--- src/verilog/pdrc_defs.vh ---
// Purpose: Constants for the power-down and reset control block
// Assumes: 32-bit APB, word-aligned registers
// Notes: Offsets are byte addresses
`ifndef PDRC_DEFS_VH
`define PDRC_DEFS_VH
`define PDRC_OFF_CTRL0 12'h000
`define PDRC_OFF_CTRL11 12'h02c
`define PDRC_OFF_STATUS 12'h040
`define PDRC_CTRL0_LINE_PD 5
`define PDRC_CTRL0_SOFT_PD 7
`define PDRC_CTRL11_MODE 0
`define PDRC_CTRL0_RST 8'h00
`define PDRC_CTRL11_RST 8'h00
`define PDRC_INIT_NS 1000
`define PDRC_CLK_PERIOD_PS 5000
`define PDRC_INIT_CYC ((`PDRC_INIT_NS * 1000 + `PDRC_CLK_PERIOD_PS - 1) / `PDRC_CLK_PERIOD_PS)
`define PDRC_SYNC_IDLE_DEF 32'd40000
`endif

--- src/verilog/pdrc_top.v ---
// Purpose: Power-down and reset sequencing with APB control registers
// Assumes: pclk stands for the master clock; pins are asynchronous
// Notes: Analog and canceller blocks sit outside; they obey the clear and enable outputs
// Notes: A single-cycle pin pulse is filtered by the synchronisers
`timescale 1ns/1ps
`include "pdrc_defs.vh"

module pdrc_top #(
  parameter [31:0] SYNC_IDLE_CYC = `PDRC_SYNC_IDLE_DEF
) (
  input wire pclk,
  input wire presetn,
  input wire psel,
  input wire penable,
  input wire pwrite,
  input wire [11:0] paddr,
  input wire [31:0] pwdata,
  output wire [31:0] prdata,
  output wire pready,
  output wire pslverr,
  input wire powerdown_reset_n,
  input wire line_codec_powerdown_in,
  input wire frame_sync_in,
  output reg clear_state,
  output reg initial_mode,
  output reg line_codec_enable,
  output reg acoustic_out_oe,
  output reg line_out_oe,
  output reg level_adjust_oe,
  output reg sync_powerdown,
  output reg sync_powerdown_mode_select
);

  // ---------------------------------------------------------------
  // Input synchronisers
  // ---------------------------------------------------------------
  reg [2:0] rst_sync_q;
  reg [2:0] line_sync_q;
  reg [2:0] fs_sync_q;
  reg rst_pin_n_q;
  reg line_pin_q;
  reg fs_q;

  always @(posedge pclk or negedge presetn) begin
    if (!presetn) begin
      rst_sync_q <= 3'h0;
      line_sync_q <= 3'h0;
      fs_sync_q <= 3'h0;
    end else begin
      rst_sync_q <= {rst_sync_q[1:0], powerdown_reset_n};
      line_sync_q <= {line_sync_q[1:0], line_codec_powerdown_in};
      fs_sync_q <= {fs_sync_q[1:0], frame_sync_in};
    end
  end

  // One extra cycle of latency; a single-cycle glitch never gets through
  // Accept a change only when stages two and three agree
  always @(posedge pclk or negedge presetn) begin
    if (!presetn) begin
      rst_pin_n_q <= 1'b0;
      line_pin_q <= 1'b0;
      fs_q <= 1'b0;
    end else begin
      if (rst_sync_q[1] == rst_sync_q[2])
        rst_pin_n_q <= rst_sync_q[2];
      if (line_sync_q[1] == line_sync_q[2])
        line_pin_q <= line_sync_q[2];
      if (fs_sync_q[1] == fs_sync_q[2])
        fs_q <= fs_sync_q[2];
    end
  end

  // ---------------------------------------------------------------
  // Control registers
  // ---------------------------------------------------------------
  reg [7:0] ctrl0_q;
  reg [7:0] ctrl11_q;
  wire ctrl0_soft_powerdown_bit;
  wire ctrl0_line_powerdown_bit;
  wire ctrl11_powerdown_mode_bit;
  wire pd_reset;
  wire wr_en;
  wire [2:0] reg_sel;
  wire sel_ctrl0;
  wire sel_ctrl11;
  wire sel_status;

  // Register select decode, shared by the write and error paths; the read mux decodes paddr itself
  function [2:0] pdrc_reg_sel;
    input [11:0] addr;
    begin
      case (addr)
        `PDRC_OFF_CTRL0: pdrc_reg_sel = 3'h1;
        `PDRC_OFF_CTRL11: pdrc_reg_sel = 3'h2;
        `PDRC_OFF_STATUS: pdrc_reg_sel = 3'h4;
        default: pdrc_reg_sel = 3'h0;
      endcase
    end
  endfunction

  // One-hot view of the addressed register
  assign reg_sel = pdrc_reg_sel(paddr);
  assign sel_ctrl0 = reg_sel[0];
  assign sel_ctrl11 = reg_sel[1];
  assign sel_status = reg_sel[2];

  // Field views of the control registers
  assign ctrl0_soft_powerdown_bit = ctrl0_q[`PDRC_CTRL0_SOFT_PD];
  assign ctrl0_line_powerdown_bit = ctrl0_q[`PDRC_CTRL0_LINE_PD];
  assign ctrl11_powerdown_mode_bit = ctrl11_q[`PDRC_CTRL11_MODE];

  // Either source alone holds the sequencer in reset
  // negative-logic OR of pin and soft bit
  assign pd_reset = ~rst_pin_n_q | ctrl0_soft_powerdown_bit;
  assign wr_en = psel & penable & pwrite;

  // Register writes; the pin reset clears everything
  always @(posedge pclk or negedge presetn) begin
    if (!presetn) begin
      ctrl0_q <= `PDRC_CTRL0_RST;
      ctrl11_q <= `PDRC_CTRL11_RST;
    end else if (~rst_pin_n_q) begin
      ctrl0_q <= `PDRC_CTRL0_RST;
      ctrl11_q <= `PDRC_CTRL11_RST;
    end else if (ctrl0_soft_powerdown_bit && !(wr_en && sel_ctrl0)) begin
      // Soft reset clears all but its own bit until software drops it
      ctrl0_q <= 8'h80;
      ctrl11_q <= `PDRC_CTRL11_RST;
    end else if (wr_en) begin
      if (sel_ctrl0)
        ctrl0_q <= pwdata[7:0];
      // Control-11 writes are refused while the soft reset bit is held
      if (sel_ctrl11 && !ctrl0_soft_powerdown_bit)
        ctrl11_q <= pwdata[7:0];
    end
  end

  // ---------------------------------------------------------------
  // Frame sync activity watch
  // ---------------------------------------------------------------
  reg fs_prev_q;
  reg [31:0] idle_cnt_q;
  wire fs_edge;
  wire fs_stuck;

  // Edge of the synced sync; the counter saturates so a long stop never wraps
  assign fs_edge = fs_q ^ fs_prev_q;
  assign fs_stuck = (idle_cnt_q >= SYNC_IDLE_CYC);

  // count cycles without a sync edge
  // frame sync sampled on master clock
  always @(posedge pclk or negedge presetn) begin
    if (!presetn) begin
      fs_prev_q <= 1'b0;
      idle_cnt_q <= 32'h0;
    end else begin
      fs_prev_q <= fs_q;
      if (fs_edge || pd_reset)
        idle_cnt_q <= 32'h0;
      else if (!fs_stuck)
        idle_cnt_q <= idle_cnt_q + 32'h1;
    end
  end

  // ---------------------------------------------------------------
  // Reset sequencer
  // ---------------------------------------------------------------
  // Reset, then a fixed-length initial mode, then normal running
  localparam ST_RESET = 2'd0;
  localparam ST_INIT = 2'd1;
  localparam ST_RUN = 2'd2;
  reg [1:0] state_q;
  reg [1:0] state_d;
  reg [15:0] init_cnt_q;
  wire init_done;

  // Widened compare keeps the full count constant; a reset cuts the mode short
  assign init_done = ({16'h0, init_cnt_q} == `PDRC_INIT_CYC - 1);

  // Next state
  always @* begin
    state_d = state_q;
    case (state_q)
      ST_RESET: begin
        if (!pd_reset)
          state_d = ST_INIT;
      end
      ST_INIT: begin
        if (pd_reset)
          state_d = ST_RESET;
        else if (init_done)
          state_d = ST_RUN;
      end
      ST_RUN: begin
        if (pd_reset)
          state_d = ST_RESET;
      end
      default: state_d = ST_RESET;
    endcase
  end

  // State and init counter
  always @(posedge pclk or negedge presetn) begin
    if (!presetn) begin
      state_q <= ST_RESET;
      init_cnt_q <= 16'h0;
    end else begin
      state_q <= state_d;
      if (state_q == ST_INIT)
        init_cnt_q <= init_cnt_q + 16'h1;
      else
        init_cnt_q <= 16'h0;
    end
  end

  // ---------------------------------------------------------------
  // Control outputs
  // ---------------------------------------------------------------
  wire line_pd_eff;
  wire in_reset;

  assign line_pd_eff = line_pin_q | ctrl0_line_powerdown_bit;
  // Next-state look-ahead, so outputs move with the state register
  assign in_reset = (state_d == ST_RESET);

  // Registered enables for outside blocks
  // Flip-flop outputs so outside blocks never see a decode glitch
  always @(posedge pclk or negedge presetn) begin
    if (!presetn) begin
      clear_state <= 1'b1;
      initial_mode <= 1'b0;
      line_codec_enable <= 1'b0;
      acoustic_out_oe <= 1'b0;
      line_out_oe <= 1'b0;
      level_adjust_oe <= 1'b0;
      sync_powerdown <= 1'b0;
      sync_powerdown_mode_select <= 1'b0;
    end else begin
      clear_state <= in_reset;
      initial_mode <= (state_d == ST_INIT);
      line_codec_enable <= ~in_reset & ~line_pd_eff;
      acoustic_out_oe <= ~in_reset & ~fs_stuck;
      level_adjust_oe <= ~in_reset;
      // line outputs off when codec down
      line_out_oe <= ~in_reset & ~line_pd_eff & ~fs_stuck;
      // stuck sync powers down, mode from ctrl11
      sync_powerdown <= fs_stuck & ~in_reset;
      sync_powerdown_mode_select <= ctrl11_powerdown_mode_bit;
    end
  end

  // ---------------------------------------------------------------
  // APB read side
  // ---------------------------------------------------------------
  reg [31:0] rdata_q;
  wire addr_ok;

  // Zero wait states; an unmapped address answers with an error and reads zero
  assign addr_ok = sel_ctrl0 | sel_ctrl11 | sel_status;
  assign pready = 1'b1;
  assign pslverr = psel & penable & ~addr_ok;
  assign prdata = rdata_q;

  // Read mux registered in setup phase
  // Status packs sync stuck, line requests, pin reset and state
  always @(posedge pclk or negedge presetn) begin
    if (!presetn) begin
      rdata_q <= 32'h0;
    end else if (psel && !penable && !pwrite) begin
      case (paddr)
        `PDRC_OFF_CTRL0: rdata_q <= {24'h0, ctrl0_q};
        `PDRC_OFF_CTRL11: rdata_q <= {24'h0, ctrl11_q};
        `PDRC_OFF_STATUS: rdata_q <= {26'h0, fs_stuck, line_pd_eff, line_pin_q,
                                      ~rst_pin_n_q, state_q};
        default: rdata_q <= 32'h0;
      endcase
    end
  end

endmodule // pdrc_top

--- config.mk ---
export PLATFORM = sky130hd
export DESIGN_NAME = pdrc_top
export DESIGN_NICKNAME = d
export VERILOG_FILES = /design/src/verilog/pdrc_top.v
export VERILOG_INCLUDE_DIRS = /design/src /design/src/verilog
export SDC_FILE = /design/constraint.sdc
export NUM_CORES = 1
export LEC_CHECK = 0
export ABC_CLOCK_PERIOD_IN_PS = 3800
export BUFFER_PORTS_ARGS = -buffer_cell sky130_fd_sc_hd__clkbuf_2
export CAP_MARGIN = 20
export CORE_MARGIN = 3
export CORE_UTILIZATION = 45
export DETAILED_ROUTE_END_ITERATION = 10
export PLACE_DENSITY = 0.79
export SYNTH_ARGS = -nofsm -noshare
export SYNTH_HDL_FRONTEND = slang
export SYNTH_SLANG_ARGS = --single-unit
export TNS_END_PERCENT = 50
--- constraint.sdc ---
create_clock -name pclk -period 3.8 [get_ports pclk]
set_input_delay 0.57 -clock pclk [delete_from_list [all_inputs] [get_ports pclk]]
set_output_delay 0.57 -clock pclk [all_outputs]
set_load 0.005 [all_outputs]
After elaboration in Yosys (flattened, before gate mapping)
Index checks and enable logic that the tools add are counted.
{"block": "totals", "ff_bits": 119, "out_inout_bits": 42, "in_bits": 52, "elab_cells": 87}
{"block": "classes", "muxes": 18, "addsub": 2, "magnitude_cmp": 1, "n_eq_ne": 13, "bitwise": 17, "n_reduce_logical": 15}
{"cell": "32-bit two-way mux", "count": 2}
{"cell": "8-bit two-way mux", "count": 8}
{"cell": "32-bit by 1-bit adder with 32-bit output, second input constant", "count": 1}
{"cell": "32-bit by 16-bit >= comparator with 1-bit output, second input constant", "count": 1}
{"cell": "8-bit one-hot mux with 3 select lines", "count": 1}
{"cell": "16-bit by 1-bit adder with 16-bit output, second input constant", "count": 1}
{"cell": "16-bit by 8-bit == test with 1-bit output, second input constant", "count": 1}
{"cell": "16-bit two-way mux", "count": 1}
{"cell": "12-bit by 6-bit == test with 1-bit output, second input constant", "count": 1}
{"cell": "12-bit by 7-bit == test with 1-bit output, second input constant", "count": 1}
{"cell": "12-bit logical NOT", "count": 1}
{"cell": "3-bit by 1-bit inequality test with 1-bit output, second input constant", "count": 3}
{"cell": "3-bit one-hot mux with 3 select lines", "count": 1}
{"cell": "2-bit two-way mux", "count": 4}
{"cell": "1-bit AND", "count": 7}
{"cell": "2-bit one-hot mux with 3 select lines", "count": 1}
{"cell": "1-bit logical AND", "count": 5}
{"cell": "1-bit NOT", "count": 5}
{"cell": "2-bit by 1-bit == test with 1-bit output, second input constant", "count": 2}
{"cell": "1-bit logical NOT", "count": 4}
{"cell": "2-bit logical NOT", "count": 2}
{"cell": "1-bit bitwise OR", "count": 4}
{"cell": "2-bit AND reduction", "count": 2}
{"cell": "1-bit == test", "count": 3}
{"cell": "other kinds (4)", "count": 4}

Longest topological paths before layout
{"block": "logic_depth", "word_depth": 8, "depth_mapped": 7, "mapped_depth_nobuf": 6}

Worst setup path before layout
No wires, ideal clock.
{"block": "synth_path", "kind": "input to register", "start": "in pwrite", "end": "reg rdata_q[4] (netlist: prdata[4])", "stages": 6, "setup_slack_ps": 1617, "arrival_time_ps": 2096, "t_required_ps": 3713, "cell_sequence": "or3b_1 > clkbuf_1 > or4b_1 > nor3_2 > o21ai_0 > o211ai_1"}
{"block": "synth_via", "elab_chain_len": 2}
{"element": "start, declared", "line": "pdrc_top.v:15", "rtl": "input wire pwrite,"}
{"element": "1-bit logical NOT", "line": "pdrc_top.v:269", "rtl": "end else if (psel && !penable && !pwrite) begin"}
{"element": "1-bit logical AND", "line": "pdrc_top.v:269"}
{"element": "end signal, assigned", "line": "pdrc_top.v:271", "rtl": "`PDRC_OFF_CTRL0: rdata_q <= {24'h0, ctrl0_q};"}
{"element": "end signal, assigned", "line": "pdrc_top.v:272", "rtl": "`PDRC_OFF_CTRL11: rdata_q <= {24'h0, ctrl11_q};"}
{"element": "end signal, assigned", "line": "pdrc_top.v:273", "rtl": "`PDRC_OFF_STATUS: rdata_q <= {26'h0, fs_stuck, line_pd_eff, line_pin_q,"}
{"element": "end, declared", "line": "pdrc_top.v:255", "rtl": "reg [31:0] rdata_q;"}
Every way passes these cells.
A chain may end at the register's enable or synchronous reset.

Final worst setup path
{"block": "layout_path", "start": "reg idle_cnt_q[29]", "end": "reg idle_cnt_q[11]"}
{"block": "layout_via", "elab_chain_len": 2}
{"element": "start, declared", "line": "pdrc_top.v:142", "rtl": "reg [31:0] idle_cnt_q;"}
{"element": "start signal, assigned", "line": "pdrc_top.v:161", "rtl": "idle_cnt_q <= idle_cnt_q + 32'h1;"}
{"element": "32-bit by 16-bit >= comparator with 1-bit output", "line": "pdrc_top.v:148", "rtl": "assign fs_stuck = (idle_cnt_q >= SYNC_IDLE_CYC);"}
{"element": "2-bit by 1-bit inequality test with 1-bit output (no source line)"}
Every way passes these cells.

==> results summary <==
The number of vias per cell is 5.46. The worst hold slack across all endpoints came out at 117 ps. The boundary pin count is 94. The count of nets left with antenna violations once routing finished came out at 0. The final setup slack of the worst path is 1410 ps. The count of yosys warnings during synthesis is 0. In the synthesized netlist the dominant register cell turns out to be sky130_fd_sc_hd__dfrtp_1. Clock latency on the worst-skew pair, taken at its later pin, is 370 ps. Summed over all layers, the global routing overflow is 0. The number of sinks on the clock net came out at 95. The worst relative slew slack is 37.6%. The critical path launch point is idle_cnt_q[29]. The iteration count of the initial detailed-routing pass is 4.

The detailed-route DRC error count is 0. The slew at the pin closest to its max-slew limit is 932 ps. The mean cell area of the mapped netlist came out at 10.6 um2.

The number of nets at the end of the flow is 500. The simple-gate share of the synthesized area is 20.9%. The final number of max-transition violations came out at 0. The largest fanout on the critical path is 20.

The congestion estimate from routability-driven global placement came to 0.820. The async set or reset register ratio after synthesis came out at 100%. The detailed-route via count came out at 3037. By startpoint and endpoint, the worst setup path is classified as register to register. The fraction of synthesized cell area in xor and xnor cells is 3.11%. TritonCTS built the clock tree. The HPWL after detailed placement is 5.63 mm. The die height came out at 103 um. The max capacitance violation total is 0. The sum of routed wire length over all layers came out at 8.30 mm.

The number of hold-slack violations in the final timing report is 0. The power density over the cells is 406 nW/um2. The sequential-to-total area share from yosys stat came out at 56.2%. The final setup violation count came out at 0. The floorplan core area came out at 8930 um2. The synthesized netlist cell count came out at 398. The die is 103 um wide. Timing would allow up to 0.418 GHz.

After Yosys synthesis, full adders, half adders and majority gates account for 1.60% of the synthesized area. The largest family of logic cells by synthesized area is simple AND/OR/NAND/NOR gates. The average wire per cell in the routed design came out at 14.9 um.

The maximum level of the CTS H-tree is 3. The starting density of the core came out at 47.3%. IR analysis of the VDD net gives a maximum drop of 224 uV. The complex-gate fraction of the synthesized area came out at 9.76%. The final cycle utilization of the critical path is 63.0%. The number of flops mapped to enable cells by yosys is 0.

The routed design could run at a clock period as short as 2390 ps. STA puts the critical path data required time at 4090 ps. The global-route usage over all layers came out at 17.3%.

The number of antenna violations at the first check in global routing came out at 0. The total of hold buffers inserted after clock tree synthesis came out at 0. The worst setup path is captured at a register. The fraction of final layout cells sized beyond drive strength 1 came out at 17.2%. The leakage power came out at 2.17 nW.

The count of buffers inserted at the top-level ports came out at 44. The library cell with the largest summed area after synthesis is sky130_fd_sc_hd__dfrtp_1. The worst hold path belongs to the class input port to asynchronous set/reset pin. The total power draw came out at 1.90 mW. The global-route wire length before repair is 14.5 mm. Data arrives at the worst endpoint at 2680 ps.

The pre-CTS setup slack is 1200 ps. Clock tree synthesis inserted a total of 9 buffers. By count the netlist is led by sky130_fd_sc_hd__dfrtp_1 (94), sky130_fd_sc_hd__nand2_1 (37), sky130_fd_sc_hd__nor2_1 (37).

The multiplexer area fraction after synthesis came out at 2.13%. Counting along the longest clock path gives a buffer depth of 2. Once the clock tree was built, the resizer swapped 0 gates to a different size.

The growth of design area from synthesis to finish came out at 10.8%. The setup clock skew after layout came out at 15.9 ps. Setup repair after global routing left no endpoint under its margin. The flow ran to the end, and the final reports show no timing, DRC or antenna violations. The cell count after placement came out at 542. The unique cell type count in the Yosys netlist came out at 53. Once the clock tree was built, the setup fixing pass inserted 0 buffers.

Clock tree synthesis selected as its root buffer the cell sky130_fd_sc_hd__clkbuf_8. Once layout is complete, the cells apart from fillers number 556. The area share of the largest cell type after synthesis came out at 55.6%. The pin count of the biggest net entering global routing is 38.

The number of rows in the core area is 34. The worst setup path is launched from a register. After synthesis the cells add up to 4230 um2. The synthesized design contains 95 register bits. The number of DRC violations after detailed-routing iteration 0 is 231. The post-route setup TNS is 0 ps. The most common cell in the synthesized netlist is sky130_fd_sc_hd__dfrtp_1. By area the synthesized netlist is led by sky130_fd_sc_hd__dfrtp_1 (56%), sky130_fd_sc_hd__buf_4 (4.4%), sky130_fd_sc_hd__nand2_1 (3.3%), sky130_fd_sc_hd__nor2_1 (3.3%), sky130_fd_sc_hd__and3_1 (3.3%). The clock transition time at the flip-flop clock pins of the worst setup and hold paths came out at 100 ps. The start of the worst register-to-register path is idle_cnt_q[29]. The antenna diode instance count is 0. The number of global-route vias before repair is 3062. The number of cells traversed by the worst register-to-register path came out at 5.

The area of the die is 10600 um2.
## through the flow
step / instance area [um2] / utilization, %
final: 4680 / 52.4
after global routing: 4680 / 52.4
after CTS: 4680 / 52.4
after detailed placement: 4470 / 50.1
after global placement: 4470 / 50.1
after floorplan: 4320 / -
## where the power goes
part | total [mW] | switching, mW | internal [mW]
Combinational | 0.128 | 0.0873 | 0.0407
Clock | 0.723 | 0.340 | 0.383
Sequential | 1.05 | 0.0169 | 1.03
## registers in the layout, summed over array words and instances (netlist names), 2 cells and up
register     count
idle_cnt_q      32
init_cnt_q      16
ctrl0_q          8
ctrl11_q         8
prdata           8
fs_sync_q        3
line_sync_q      3
rst_sync_q       3
state_q          2
## cells by family (layout without fill, tap and decap cells)
| kind of cell | count (synthesis) | in the layout |
|---|---|---|
| other | 2 | 25 |
| buffers and inverters | 42 | 69 |
| DFF | 95 | 95 |
| and+or+nand+nor | 164 | 164 |
| muxes | 9 | 9 |
| xor gates and xnor gates | 15 | 15 |
| adders and majority gates | 6 | 6 |
| AOI/OAI and AO/OA | 65 | 65 |
## path summary, 6_finish.rpt
check,end,slack [ps]
min,idle_cnt_q[7],120
max,idle_cnt_q[11],1410
max in group asynchronous,ctrl0_q[7],2840
max reg2reg,idle_cnt_q[11],1410
min reg2reg,rst_sync_q[1],360
min in group pclk,fs_sync_q[0],310
## routing by layer
layer | global-route usage, % | vias up | share of wire, %
met4 | 3.88 | 0 | 0.83
met1 | 23.4 | 1484 | 44
met5 | 0 | - | 0
met2 | 28.1 | 94 | 49
met3 | 4.94 | 7 | 6.0
li1 | - | 1452 | -
## critical path, stage by stage, from the launching register on
cell and delay [ps]:
sky130_fd_sc_hd__dfrtp_1 390, sky130_fd_sc_hd__nor4_1 370, sky130_fd_sc_hd__nand4_1 270, sky130_fd_sc_hd__a211o_1 550, sky130_fd_sc_hd__or4_1 580, sky130_fd_sc_hd__a21oi_1 150
## area by class of cell
class / count / area [um2]
clock inverter: 3 / 68.8
fill: 791 / 4250
multi-input combinational: 284 / 1680
tap: 108 / 135
clock buffer: 11 / 141
sequential: 95 / 2380
timing repair buffer: 49 / 260
inverter: 6 / 22.5
## cells in the final DEF (no fill, tap or decap), drive strengths merged, types with 8 or more instances in the layout
cell type,instances
conb,25
or3b,8
o21ai,15
clkbuf,54
dfrtp,94
a21oi,22
mux2i,9
xnor2,8
nor2,37
and3,22
a22oi,12
nand2,37
nand3,13
No activity file was read; power rests on OpenSTA's default activity.
